**src/include/mtmon_pkg.sv**
```systemverilog
// Constants, types and register indices of the temperature monitor
package mtmon_pkg;
  localparam int CLK_HZ = 10_000_000;
  localparam int TIMEOUT_MS = 25;
  localparam int TIMEOUT_CYCLES = CLK_HZ / 1000 * TIMEOUT_MS;
  localparam int FREEZE_MS = 25;
  localparam int FREEZE_CYCLES = CLK_HZ / 1000 * FREEZE_MS;
  localparam int TMR_W = 20;

  localparam int NUM_CH = 7;
  localparam logic [2:0] CH_REMOTE1 = 3'h0;
  localparam logic [2:0] CH_FIRST_OTHER = 3'h1;
  localparam logic [2:0] CH_LAST = 3'h6;
  localparam logic [2:0] CH_THERM1 = 3'h4;
  localparam logic [2:0] CH_THERM2 = 3'h5;
  localparam logic [2:0] CH_THERM3 = 3'h6;

  localparam logic [6:0] ARA_ADDR = 7'h0c;

  localparam logic [7:0] REG_TEMP_BASE = 8'h01;
  localparam logic [7:0] REG_TEMP_EXT = 8'h09;
  localparam logic [7:0] REG_ALERT_BASE = 8'h10;
  localparam logic [7:0] REG_OVERTEMP_ALARM_N_BASE = 8'h20;
  localparam logic [7:0] REG_CFG1 = 8'h41;
  localparam logic [7:0] REG_CFG2 = 8'h42;
  localparam logic [7:0] REG_CFG3 = 8'h43;
  localparam logic [7:0] REG_STAT_ALERT = 8'h44;
  localparam logic [7:0] REG_STAT_OVERTEMP_ALARM_N = 8'h45;

  localparam int CFG1_STANDBY = 7;
  localparam int CFG1_SOFT_RST = 6;
  localparam int CFG1_TMO_DIS = 5;
  localparam int CFG1_FAST_CH1 = 4;
  localparam logic [7:0] CFG_POR = 8'h00;
  localparam logic [7:0] CMD_POR = 8'h00;
  localparam logic [7:0] TEMP_POR = 8'h00;
  localparam logic [7:0] ALERT_LIM_POR = 8'h7f;
  localparam logic [7:0] OVERTEMP_ALARM_N_LIM_POR = 8'h7f;
  localparam logic [7:0] OVERTEMP_ALARM_N_BITS = 8'h39;
  localparam logic [3:0] BITS_PER_BYTE = 4'h8;

  typedef struct packed {
    logic done;
    logic [10:0] code;
  } mtmon_adc_t;

  typedef struct packed {
    logic start;
    logic abort;
    logic [2:0] chan;
  } mtmon_conv_t;

  typedef enum {
    MT_IDLE, MT_ADDR, MT_CMD, MT_WDAT, MT_ACK, MT_RDAT, MT_MACK, MT_SKIP
  } mtmon_bus_st_t;
endpackage

```
**src/logic/mtmon_core.sv**
```systemverilog
// Temperature monitor control: conversion sequencer, alarms and SMBus slave
// Operation
// - Overtemperature output pulled low when channel 1, 4, 5 or 6 exceeds its limit.
// - Alert output pulled low when any channel exceeds its own alert limit.
// - Default order: remote 1-3, local, thermistors 1-3, each stored separately.
// - Fast mode bit interleaves remote 1 with every other channel in turn.
// - Standby bit stops the converter; no conversions are started.
// - Standby keeps all registers and the slave port working.
// - Bus timeout only runs after a start condition was seen.
// - Standby during a conversion aborts it; stored results stay unchanged.
// - All registers are 8 bits, behind one slave address.
// - Only write byte, read byte, send byte and receive byte are served.
// - Receive byte returns the register chosen by the last command byte.
// - Remote 1 yields an 11-bit result, 0.125 degree per step.
// - Other channels yield 8-bit results, one degree per step.
// - Upper eight result bits sit in each channel's main register.
// - Thermistor results are a reference-voltage fraction, stored raw.
// - Clock held low past the timeout resets the slave protocol.
// - Reading the extended byte freezes remote 1 high byte until read or timeout.
// - Overtemperature channels 1, 4, 5, 6 are remote 1 and thermistors 1-3.
// - Alert releases on status read or alert response; reasserts if fault persists.
module mtmon_core
  import mtmon_pkg::*;
#(
  parameter logic [6:0] SLAVE_ADDR = 7'h2a, // Arbitrary value
  parameter int TIMEOUT_CNT = TIMEOUT_CYCLES,
  parameter int FREEZE_CNT = FREEZE_CYCLES
) (
  input wire logic sys_clk,
  input wire logic rst,
  input wire logic clk_en,
  input wire logic serial_clock_line,
  input wire logic serial_data_line_in,
  output logic serial_data_line_out,
  output logic serial_data_line_oe,
  output logic overtemp_alarm_n_out,
  output logic overtemp_alarm_n_oe,
  output logic alert_n_out,
  output logic alert_n_oe,
  input wire mtmon_adc_t adc_result,
  output mtmon_conv_t conv_req
);
  logic [7:0] temp [NUM_CH];
  logic [7:0] alert_lim [NUM_CH];
  logic [7:0] overtemp_alarm_n_lim [4];
  logic [2:0] temp_ext;
  logic [7:0] cfg1, cfg2, cfg3;
  logic [6:0] alert_stat;
  logic [7:0] overtemp_alarm_n_stat;
  logic alert_latch, freeze;
  logic [TMR_W-1:0] freeze_cnt, tmo_cnt;

  logic scl_m, scl_s, scl_q, sda_m, sda_s, sda_q;
  mtmon_bus_st_t state, after_ack;
  logic [3:0] bit_cnt;
  logic [7:0] shreg, tx, cmd_reg, wr_data;
  logic is_ara, wr_stb, rd_stb, ara_done;

  logic busy, fast_phase;
  logic [2:0] cur_ch, seq_idx, other_ch;

  function automatic logic [2:0] alert_pos(input logic [2:0] ch);
    case (ch)
      3'h0: alert_pos = 3'h5;
      3'h1: alert_pos = 3'h4;
      3'h2: alert_pos = 3'h3;
      3'h3: alert_pos = 3'h6;
      3'h4: alert_pos = 3'h2;
      3'h5: alert_pos = 3'h1;
      default: alert_pos = 3'h0;
    endcase
  endfunction

  function automatic logic [2:0] overtemp_alarm_n_pos(input logic [2:0] ch);
    case (ch)
      CH_THERM1: overtemp_alarm_n_pos = 3'h5;
      CH_THERM2: overtemp_alarm_n_pos = 3'h4;
      CH_THERM3: overtemp_alarm_n_pos = 3'h3;
      default: overtemp_alarm_n_pos = 3'h0;
    endcase
  endfunction

  function automatic logic [1:0] overtemp_alarm_n_slot(input logic [2:0] ch);
    overtemp_alarm_n_slot = (ch == CH_REMOTE1) ? 2'h0 : 2'(ch - CH_THERM1 + 3'h1);
  endfunction

  // Bus pins pass two flops; the third stage only serves edge detection
  always_ff @(posedge sys_clk or posedge rst) begin
    if (rst) begin
      {scl_m, scl_s, scl_q, sda_m, sda_s, sda_q} <= 6'h3f;
    end else if (clk_en) begin
      {scl_m, scl_s, scl_q} <= {serial_clock_line, scl_m, scl_s};
      {sda_m, sda_s, sda_q} <= {serial_data_line_in, sda_m, sda_s};
    end
  end

  wire scl_rise = scl_s & ~scl_q;
  wire scl_fall = ~scl_s & scl_q;
  wire start_det = scl_s & scl_q & sda_q & ~sda_s;
  wire stop_det = scl_s & scl_q & ~sda_q & sda_s;
  wire byte_done = scl_fall && (bit_cnt == BITS_PER_BYTE);
  wire standby = cfg1[CFG1_STANDBY];
  wire timeout_hit = (tmo_cnt >= TMR_W'(TIMEOUT_CNT));
  wire [2:0] next_ch = cfg1[CFG1_FAST_CH1] ? (fast_phase ? other_ch : CH_REMOTE1) : seq_idx;
  wire res_done = busy & adc_result.done & ~standby;
  wire [7:0] res_hi = adc_result.code[10:3];
  wire has_overtemp_alarm_n = (cur_ch == CH_REMOTE1) || (cur_ch >= CH_THERM1);
  wire [7:0] cmd_temp = cmd_reg - REG_TEMP_BASE;
  wire [7:0] cmd_alert = cmd_reg - REG_ALERT_BASE;
  wire [7:0] cmd_overtemp_alarm_n = cmd_reg - REG_OVERTEMP_ALARM_N_BASE;
  wire in_temp = cmd_temp < 8'(NUM_CH);
  wire in_alert = cmd_alert < 8'(NUM_CH);
  wire in_overtemp_alarm_n = cmd_overtemp_alarm_n < 8'h4;
  wire wr_soft_rst = wr_stb && cmd_reg == REG_CFG1 && wr_data[CFG1_SOFT_RST];
  wire stat_read = rd_stb && cmd_reg == REG_STAT_ALERT;
  wire rd_ch1_hi = rd_stb && cmd_reg == REG_TEMP_BASE;

  // Single address serves every register; unmapped indices read zero
  logic [7:0] rd_val;
  always_comb begin
    rd_val = 8'h00;
    if (in_temp) rd_val = temp[cmd_temp[2:0]];
    else if (in_alert) rd_val = alert_lim[cmd_alert[2:0]];
    else if (in_overtemp_alarm_n) rd_val = overtemp_alarm_n_lim[cmd_overtemp_alarm_n[1:0]];
    else if (cmd_reg == REG_TEMP_EXT) rd_val = {temp_ext, 5'h00};
    else if (cmd_reg == REG_CFG1) rd_val = cfg1;
    else if (cmd_reg == REG_CFG2) rd_val = cfg2;
    else if (cmd_reg == REG_CFG3) rd_val = cfg3;
    else if (cmd_reg == REG_STAT_ALERT) rd_val = {1'b0, alert_stat};
    else if (cmd_reg == REG_STAT_OVERTEMP_ALARM_N) rd_val = overtemp_alarm_n_stat;
  end

  // Timeout counts only inside a frame, so an idle bus never trips it
  always_ff @(posedge sys_clk or posedge rst) begin
    if (rst) begin
      tmo_cnt <= '0;
    end else if (clk_en) begin
      if (state == MT_IDLE || scl_s || cfg1[CFG1_TMO_DIS] || timeout_hit) tmo_cnt <= '0;
      else tmo_cnt <= tmo_cnt + 1'b1;
    end
  end

  // SMBus slave protocol engine
  always_ff @(posedge sys_clk or posedge rst) begin
    if (rst) begin
      state <= MT_IDLE;
      after_ack <= MT_IDLE;
      bit_cnt <= 4'h0;
      shreg <= 8'h00;
      tx <= 8'h00;
      cmd_reg <= CMD_POR;
      wr_data <= 8'h00;
      is_ara <= 1'b0;
      wr_stb <= 1'b0;
      rd_stb <= 1'b0;
      ara_done <= 1'b0;
      serial_data_line_oe <= 1'b0;
    end else if (clk_en) begin
      wr_stb <= 1'b0;
      rd_stb <= 1'b0;
      ara_done <= 1'b0;
      if (start_det) begin
        state <= MT_ADDR;
        bit_cnt <= 4'h0;
        is_ara <= 1'b0;
        serial_data_line_oe <= 1'b0;
      end else if (stop_det || timeout_hit) begin
        state <= MT_IDLE;
        serial_data_line_oe <= 1'b0;
      end else begin
        case (state)
          MT_ADDR, MT_CMD, MT_WDAT: begin
            if (scl_rise) begin
              shreg <= {shreg[6:0], sda_s};
              bit_cnt <= bit_cnt + 4'h1;
            end else if (byte_done) begin
              bit_cnt <= 4'h0;
              serial_data_line_oe <= 1'b1;
              state <= MT_ACK;
              if (state == MT_ADDR) begin
                if (shreg[7:1] == SLAVE_ADDR) begin
                  after_ack <= shreg[0] ? MT_RDAT : MT_CMD;
                  tx <= rd_val;
                  rd_stb <= shreg[0];
                end else if (shreg[7:1] == ARA_ADDR && shreg[0] && alert_latch) begin
                  after_ack <= MT_RDAT;
                  tx <= {SLAVE_ADDR, 1'b0};
                  is_ara <= 1'b1;
                end else begin
                  serial_data_line_oe <= 1'b0;
                  state <= MT_SKIP;
                end
              end else if (state == MT_CMD) begin
                cmd_reg <= shreg;
                after_ack <= MT_WDAT;
              end else begin
                wr_data <= shreg;
                wr_stb <= 1'b1;
                after_ack <= MT_SKIP;
              end
            end
          end
          MT_ACK: begin
            if (scl_fall) begin
              state <= after_ack;
              bit_cnt <= (after_ack == MT_RDAT) ? 4'h1 : 4'h0;
              serial_data_line_oe <= (after_ack == MT_RDAT) ? ~tx[7] : 1'b0;
            end
          end
          MT_RDAT: begin
            if (byte_done) begin
              serial_data_line_oe <= 1'b0;
              state <= MT_MACK;
            end else if (scl_fall) begin
              serial_data_line_oe <= ~tx[6];
              tx <= {tx[6:0], 1'b0};
              bit_cnt <= bit_cnt + 4'h1;
            end
          end
          MT_MACK: begin
            if (scl_rise) begin
              ara_done <= is_ara;
              if (sda_s || is_ara) begin
                state <= MT_SKIP;
              end else begin
                tx <= rd_val;
                rd_stb <= 1'b1;
                after_ack <= MT_RDAT;
                state <= MT_ACK;
              end
            end
          end
          MT_SKIP, MT_IDLE: state <= state;
          default: state <= MT_IDLE;
        endcase
      end
    end
  end

  // Conversion sequencer
  always_ff @(posedge sys_clk or posedge rst) begin
    if (rst) begin
      busy <= 1'b0;
      fast_phase <= 1'b0;
      cur_ch <= CH_REMOTE1;
      seq_idx <= CH_REMOTE1;
      other_ch <= CH_FIRST_OTHER;
      conv_req <= '0;
    end else if (clk_en) begin
      conv_req <= '0;
      if (standby) begin
        conv_req.abort <= busy;
        busy <= 1'b0;
      end else if (!busy) begin
        conv_req.start <= 1'b1;
        conv_req.chan <= next_ch;
        cur_ch <= next_ch;
        busy <= 1'b1;
        seq_idx <= (seq_idx == CH_LAST) ? CH_REMOTE1 : seq_idx + 3'h1;
        fast_phase <= ~fast_phase;
        if (fast_phase) other_ch <= (other_ch == CH_LAST) ? CH_FIRST_OTHER : other_ch + 3'h1;
      end else if (adc_result.done) begin
        busy <= 1'b0;
      end
    end
  end

  // Register file, result storage and alarm flags
  always_ff @(posedge sys_clk or posedge rst) begin
    if (rst) begin
      for (int i = 0; i < NUM_CH; i++) temp[i] <= TEMP_POR;
      for (int i = 0; i < NUM_CH; i++) alert_lim[i] <= ALERT_LIM_POR;
      for (int i = 0; i < 4; i++) overtemp_alarm_n_lim[i] <= OVERTEMP_ALARM_N_LIM_POR;
      temp_ext <= 3'h0;
      {cfg1, cfg2, cfg3} <= {CFG_POR, CFG_POR, CFG_POR};
      alert_stat <= 7'h00;
      overtemp_alarm_n_stat <= 8'h00;
      alert_latch <= 1'b0;
      freeze <= 1'b0;
      freeze_cnt <= '0;
    end else if (clk_en) begin
      if (wr_soft_rst) begin
        for (int i = 0; i < NUM_CH; i++) temp[i] <= TEMP_POR;
        for (int i = 0; i < NUM_CH; i++) alert_lim[i] <= ALERT_LIM_POR;
        for (int i = 0; i < 4; i++) overtemp_alarm_n_lim[i] <= OVERTEMP_ALARM_N_LIM_POR;
        temp_ext <= 3'h0;
        {cfg1, cfg2, cfg3} <= {CFG_POR, CFG_POR, CFG_POR};
        alert_stat <= 7'h00;
        overtemp_alarm_n_stat <= 8'h00;
        alert_latch <= 1'b0;
        freeze <= 1'b0;
      end else begin
        if (wr_stb) begin
          if (in_alert) alert_lim[cmd_alert[2:0]] <= wr_data;
          if (in_overtemp_alarm_n) overtemp_alarm_n_lim[cmd_overtemp_alarm_n[1:0]] <= wr_data;
          if (cmd_reg == REG_CFG1) cfg1 <= wr_data;
          if (cmd_reg == REG_CFG2) cfg2 <= wr_data;
          if (cmd_reg == REG_CFG3) cfg3 <= wr_data;
        end
        // Freeze guards the high byte so a split read stays coherent
        if (rd_stb && cmd_reg == REG_TEMP_EXT) begin
          freeze <= 1'b1;
          freeze_cnt <= '0;
        end else if (rd_ch1_hi || freeze_cnt >= TMR_W'(FREEZE_CNT)) begin
          freeze <= 1'b0;
        end else if (freeze) begin
          freeze_cnt <= freeze_cnt + 1'b1;
        end
        if (stat_read) alert_stat <= 7'h00;
        if (stat_read || ara_done) alert_latch <= 1'b0;
        // Results land only on completion; a set beats a same-cycle clear
        if (res_done) begin
          if (cur_ch != CH_REMOTE1 || !freeze) temp[cur_ch] <= res_hi;
          if (cur_ch == CH_REMOTE1 && !freeze) temp_ext <= adc_result.code[2:0];
          if (res_hi > alert_lim[cur_ch]) begin
            alert_stat[alert_pos(cur_ch)] <= 1'b1;
            if (!cfg2[alert_pos(cur_ch)]) alert_latch <= 1'b1;
          end
          if (has_overtemp_alarm_n) overtemp_alarm_n_stat[overtemp_alarm_n_pos(cur_ch)] <= res_hi > overtemp_alarm_n_lim[overtemp_alarm_n_slot(cur_ch)];
        end
      end
    end
  end

  assign serial_data_line_out = 1'b0;
  assign overtemp_alarm_n_out = 1'b0;
  assign alert_n_out = 1'b0;
  assign overtemp_alarm_n_oe = |(overtemp_alarm_n_stat & ~cfg3 & OVERTEMP_ALARM_N_BITS);
  assign alert_n_oe = alert_latch;
endmodule // mtmon_core

```
**config.mk**
```make
export PLATFORM = sky130hd
export DESIGN_NAME = mtmon_core
export DESIGN_NICKNAME = d
export VERILOG_FILES = /design/src/include/mtmon_pkg.sv /design/src/logic/mtmon_core.sv
export SDC_FILE = /design/constraint.sdc
export NUM_CORES = 1
export LEC_CHECK = 0
export BUFFER_PORTS_ARGS = -buffer_cell sky130_fd_sc_hd__buf_2
export CORE_MARGIN = 2
export CORE_UTILIZATION = 60
export CTS_CLUSTER_DIAMETER = 60
export DETAILED_ROUTE_END_ITERATION = 8
export PLACE_DENSITY_LB_ADDON = 0.15
export RECOVER_POWER = 100
export SYNTH_ARGS = -nofsm -noshare
export SYNTH_HDL_FRONTEND = slang
export SYNTH_SLANG_ARGS = --single-unit
```
**constraint.sdc**
```tcl
create_clock -name sys_clk -period 14.7 [get_ports sys_clk]
set_clock_uncertainty 0.15 [all_clocks]
set_input_delay 0.735 -clock sys_clk [delete_from_list [all_inputs] [get_ports sys_clk]]
set_output_delay 0.735 -clock sys_clk [all_outputs]
set_load 0.05 [all_outputs]
```
[Word-level counts from Yosys, hierarchy flattened]
Index checks and enable logic that the tools add are counted.
Word-level totals
  register bits: 355
  bits of input ports: 17
  output and inout bits: 11
Operators by class
  $add $sub $neg: 10
  $lt $le $gt $ge: 20
  equal/unequal tests: 52
  multiplexer cells: 186
  bitwise gates (word level): 32
  reduce and logical (&&, ||, !) cells: 72
Operators with widths (number)
  two-way mux 32 bit: 17
  two-way mux 8 bit: 43
  two-way mux 56 bit: 6
  == test 32 x 3 -> 1 bit, second input constant: 5
  case mux 32 bit (5 select lines): 1
  bitwise mux 56 bit: 2
  == test 32 x 2 -> 1 bit, second input constant: 3
  two-way mux 20 bit: 4
  binary-select mux 8 bit (select 3 bit): 3
  zero test 32 bit: 2
  case mux 32 bit (2 select lines): 1
  two-way mux 3 bit: 19
  two-way mux 1 bit: 56
  demux 8 bit (select 3 bit): 2
  two-way mux 7 bit: 6
  adder 20 x 1 -> 20 bit, second input constant: 2
  == test 8 x 7 -> 1 bit, second input constant: 5
  >= comparator 20 x 18 -> 1 bit, second input constant: 2
  binary-select mux 8 bit (select 2 bit): 2
  bitwise mux 32 bit: 1
  == test 32 x 1 -> 1 bit, second input constant: 1
  == test 32 x 4 -> 1 bit, second input constant: 1
  nonzero test 2 bit: 16
  two-way mux 4 bit: 7
  other kinds (65): 165

[Depth between registers and ports, before layout]
  depth after elaboration: 17
  gate-level depth with buffers: 16

[Worst setup path after synthesis]
Ideal clock, no wire load.
  path type: register -> register
  from: register cur_ch[0]
  to: register overtemp_alarm_n_stat[3]
  setup time: 0.139 ns
  arrival: 3.292 ns
  path slack: 11.119 ns
  cell stages (with the launch flop): 17
  period minus slack after synthesis: 3.581 ns
  path through: dfrtp_1 -> clkbuf_1 -> inv_1 -> clkbuf_1 -> ha_1 -> nor2b_1 -> nor2_1 -> mux2i_1 -> nand2_1 -> o21ai_0 -> ha_1 -> nor2b_1 -> o21a_1 -> o21ai_0 -> a21oi_1 -> o221ai_1 -> o21ai_0
Between the ends
  cells in the longest elaborated chain, start to end: 14
  elaborated cells on any way between the ends: 30
  classes of those cells: add/sub: 2; order compare: 4; eq/ne: 3; mux: 15; bitwise: 1; reduce/logical: 5
Ends and longest elaborated chain
  start: declaration: RTL line mtmon_core.sv:60  | logic [2:0] cur_ch, seq_idx, other_ch;
  start signal: assignment: RTL line mtmon_core.sv:257  | cur_ch <= next_ch;
  parallel branches: the longest is 14 deep, another holds greater-than comparator 8 bit
  end signal: indexed assignment: RTL line mtmon_core.sv:319  | if (has_overtemp_alarm_n) overtemp_alarm_n_stat[overtemp_alarm_n_pos(cur_ch)] <= res_hi > overtemp_alarm_n_lim ...
  end: declaration: RTL line mtmon_core.sv:49  | logic [7:0] overtemp_alarm_n_stat;
Several ways; the timed one is not identified. The select of a mux whose other input is x is not followed.
A chain may end at the register's enable or synchronous reset.

[Worst setup path in the final report]
  from: register cmd_reg[1]
  to: register freeze_cnt[13]
Between the ends
  cells in the longest elaborated chain, start to end: 5
  elaborated cells on any way between the ends: 13
  classes of those cells: eq/ne: 4; mux: 1; bitwise: 1; reduce/logical: 7
Ends and longest elaborated chain
  start: declaration: RTL line mtmon_core.sv:56  | logic [7:0] shreg, tx, cmd_reg, wr_data;
  start signal: assignment: RTL line mtmon_core.sv:194  | cmd_reg <= shreg;
  == test 8 x 1 -> 1 bit or == test 8 x 7 -> 1 bit (tied branches): RTL line mtmon_core.sv:116, mtmon_core.sv:114
  logical AND 1 bit, on equally long branches: RTL line mtmon_core.sv:116, mtmon_core.sv:114
  logical OR 1 bit or logical AND 1 bit (tied branches): RTL line mtmon_core.sv:304, mtmon_core.sv:114
  != test 2 bit (no line) or inverter 1 bit (tied branches)
  AND reduction 4 bit (no line)
  end signal: assignment: RTL line mtmon_core.sv:307  | freeze_cnt <= freeze_cnt + 1'b1;
  end: declaration: RTL line mtmon_core.sv:51  | logic [TMR_W-1:0] freeze_cnt, tmo_cnt;
Several ways; a longest one is shown, not always the timed one.

==> impl_results.md <==
* Crit-path slowest cell: clkbuf_1
* Slew headroom at -195%
* CTS buffer count at 36
* Clk buf depth at 3
* Non-filler cells, final at 2,036
* Synth area leader: dfrtp_1
* Die Area at 0.0286 mm^2
* Fillers at 2,180
* Placed cells at between 1,500 and 2,000
* Failing checks: max-capacitance violations, max-slew violations
* Pwr per Cell Area at 156 mW/mm^2
* Overflow after GRT at 0
* Final core occ at 65.8%
* DRC Markers at 0
* First-pass GRT wire length at about 75 mm
* Setup TNS at 0 ps
* Final hold vios at 0
* Fraction of layout cells with a size suffix above 1 at 15.0%
* Final Setup Violations at 0
* First-pass detailed-route iteration total at 6
* Critical setup path kind: reg2reg
* Row Count at 60
* Die Span Y at 169 um
* Largest net degree at the start of global routing at roughly 100
* Routed WL per cell at 23.2 um
* Skew-Pair Late Insertion Delay at 520 ps
* ANT nets after route at 0
* Reg2reg end: freeze_cnt[13]$_DFFE_PP0P_
* Post-CTS Setup Bufs at 0
* Reg2reg setup slack at roughly 7000 ps
* Max H-tree Level at 2
* PortBufs at 24
* Synth area leaders: dfrtp_1 33%, dfstp_2 13%, o21ai_0 4.3%
* Biggest regs: alert_lim: 56 flops, temp: 56 flops, overtemp_alarm_n_lim: 32 flops
* I/O pins at 28
* Synthesized cell area at approximately 0.016 mm^2
* Synth Register Bits at ~300
* Crit path max-delay family: buffers and inverters
* Nets at between 1,500 and 2,000
* Root Driver: clkbuf_16
* Crit start category: register
* Post-Route WL at 47.2 mm
* Required time worst endpoint at 14,950 ps
* Max VDD drop at 132 uV
* Initial antenna violation count at 0
* Syn. warnings at 0
* Top cells by count, synth: 213 x dfrtp_1, 179 x nand2_1, 140 x o21ai_0
* Clock sink count at 297
* Synth-to-layout area growth at 8.20%
* Max Slew Vio Count at between 300 and 400
* Worst-path cell chain: clkbuf_1, inv_1, ha_1, nor3b_1, nand3_1, clkbuf_1, nand2_1, nor2_1, or4_1, nand2_1
* Initial DRC count at 1,444
* EDFF count, synth at 0
* TritonCTS clock tree: done
* Vias in the first global route at 13,300
* Starting Density at around three fifths
* R2r startpoint: cmd_reg[1]$_DFFE_PP0P_
* Ant diodes at 0
* Post-Syn Instances at about 1,700
* Dpl hpwl at 32.5 mm
* Hold path start: adc_result[0]
* CP endpoint kind: register
* Top-count cell post-synth: dfrtp_1
* Arr. time, crit path at 7950 ps
* Syn Area/Cell at 9.68 um^2
* CP peak stage delay at 1740 ps
* Post-synth top area share at 32.6%
* Bufs and invs on worst path at 3
* Register area share after synthesis at 46.1%
* Vias per cell at 6.74
* Predominant post-synthesis flop cell: dfrtp_1
* Max-cap violations at 8
* Core area at 0.0269 mm^2
* Hold endpoint: temp_ext[0]$_DFFE_PP0P_
* Final min period at 7700 ps
* DR vias at 13,700
* Clock transition at path regs at 60 ps
* Ys async rst share at between 90% and 100%
* Total GRT Usage at 33.7%
* Hold Path Cell Cnt at 2
* RSZ-0062 raised after global routing: no
* Die W at 169 um
* Pleak at 7.32 nW
* Synth cell types at 88
* Post_cts resized at 0
* Status: finished, violations left
* Measured slew at the worst slew-check pin at 4310 ps
* Max Fclk at 130 MHz
* FF-to-FF path depth at 10
* Max FO, Critical Path at 47
* Final Cycle Share at 52.4%
* Routability cong. at roughly 0.95
* HP Class: in2reg
* CTS Hold Buffers Added at 0
## stage by stage
step | hold WS (ps) | total power (W) | worst slack [ps] | cell area (um^2)
CTS | 214 | 0.00276 | 10060 | 17800
finish | 289 | 0.00276 | 7000 | 17700
floorplan | 294 | 0.00166 | 5750 | 16400
global route | 288 | 0.00290 | 6730 | 17700
detailed placement | 321 | 0.00188 | 10080 | 16600
global placement | 313 | 0.00186 | 10150 | 16600
## how the worst max path moves through the flow
stage / from / end / slack [ps] / depth (start not counted)
floorplan: rst / after_ack[0]$_DFFE_PP0P_ / 5750 / 1
global placement: cur_ch[0]$_DFFE_PP0P_ / overtemp_alarm_n_stat[3]$_DFFE_PP0P_ / 10150 / 15
detailed placement: cur_ch[0]$_DFFE_PP0P_ / overtemp_alarm_n_stat[3]$_DFFE_PP0P_ / 10080 / 15
CTS: cur_ch[0]$_DFFE_PP0P_ / overtemp_alarm_n_stat[4]$_DFFE_PP0P_ / 10060 / 15
global route: cmd_reg[1]$_DFFE_PP0P_ / freeze_cnt[13]$_DFFE_PP0P_ / 6730 / 10
finish: cmd_reg[1]$_DFFE_PP0P_ / freeze_cnt[13]$_DFFE_PP0P_ / 7000 / 10
## placed cells by master (no fill, tap or decap), types with 28 or more instances in the layout
master / instances
a22o_1: 39
a32o_1: 28
clkbuf_1: 32
nor2b_1: 29
nand3_1: 45
ha_1: 32
nand2_1: 179
mux2_2: 52
inv_1: 52
mux2i_1: 38
dfrtp_1: 212
dfstp_2: 84
nor2_1: 138
a21oi_1: 113
o21ai_0: 140
clkbuf_16: 37
## where the power goes
group          internal (W)  switching (W)
Clock              0.000527       0.000352
Sequential         0.000957       0.000132
Combinational      0.000310       0.000486
## per-layer routing
metal  routed length (um)  GRT usage (%)  vias up
li1                     -              -     6207
met1                20400           48.5     6731
met2                21000           51.1      661
met3                 4020           7.15      124
met4                 1770           11.9        0
met5                    0              0        -
## cell type report
| class | count | area [um^2] | area share (%) |
|---|---|---|---|
| clock buffer | 53 | 1040 | 5.86 |
| clock inverter | 11 | 128 | 0.721 |
| inverter | 54 | 204 | 1.15 |
| multi-input combinational | 1234 | 8130 | 46.0 |
| sequential | 297 | 7540 | 42.6 |
| tap | 341 | 427 | 2.41 |
| timing repair buffer | 46 | 229 | 1.29 |
## worst reg2reg max path, delay by kind of cell (launching register included)
family        cells  cell delay [ps]
fa+ha+maj         1              620
flops             1              320
simple gates      6             2500
buf+inv           3             4020
## kinds of logic (layout without fill, tap and decap cells)
| kind of cell | Yosys count | in the layout | synth area share (%) |
|---|---|---|---|
| AOI/OAI and AO/OA | 525 | 525 | 21.4 |
| DFF | 297 | 297 | 46.1 |
| xor gates and xnor gates | 20 | 20 | 1.07 |
| muxes | 110 | 110 | 8.66 |
| adders and majority gates | 32 | 32 | 2.45 |
| and+or+nand+nor | 544 | 544 | 16.2 |
| other | 1 | 3 | 0.0229 |
| buffers and inverters | 160 | 164 | 4.08 |
No activity file was read; power rests on OpenSTA's default activity.
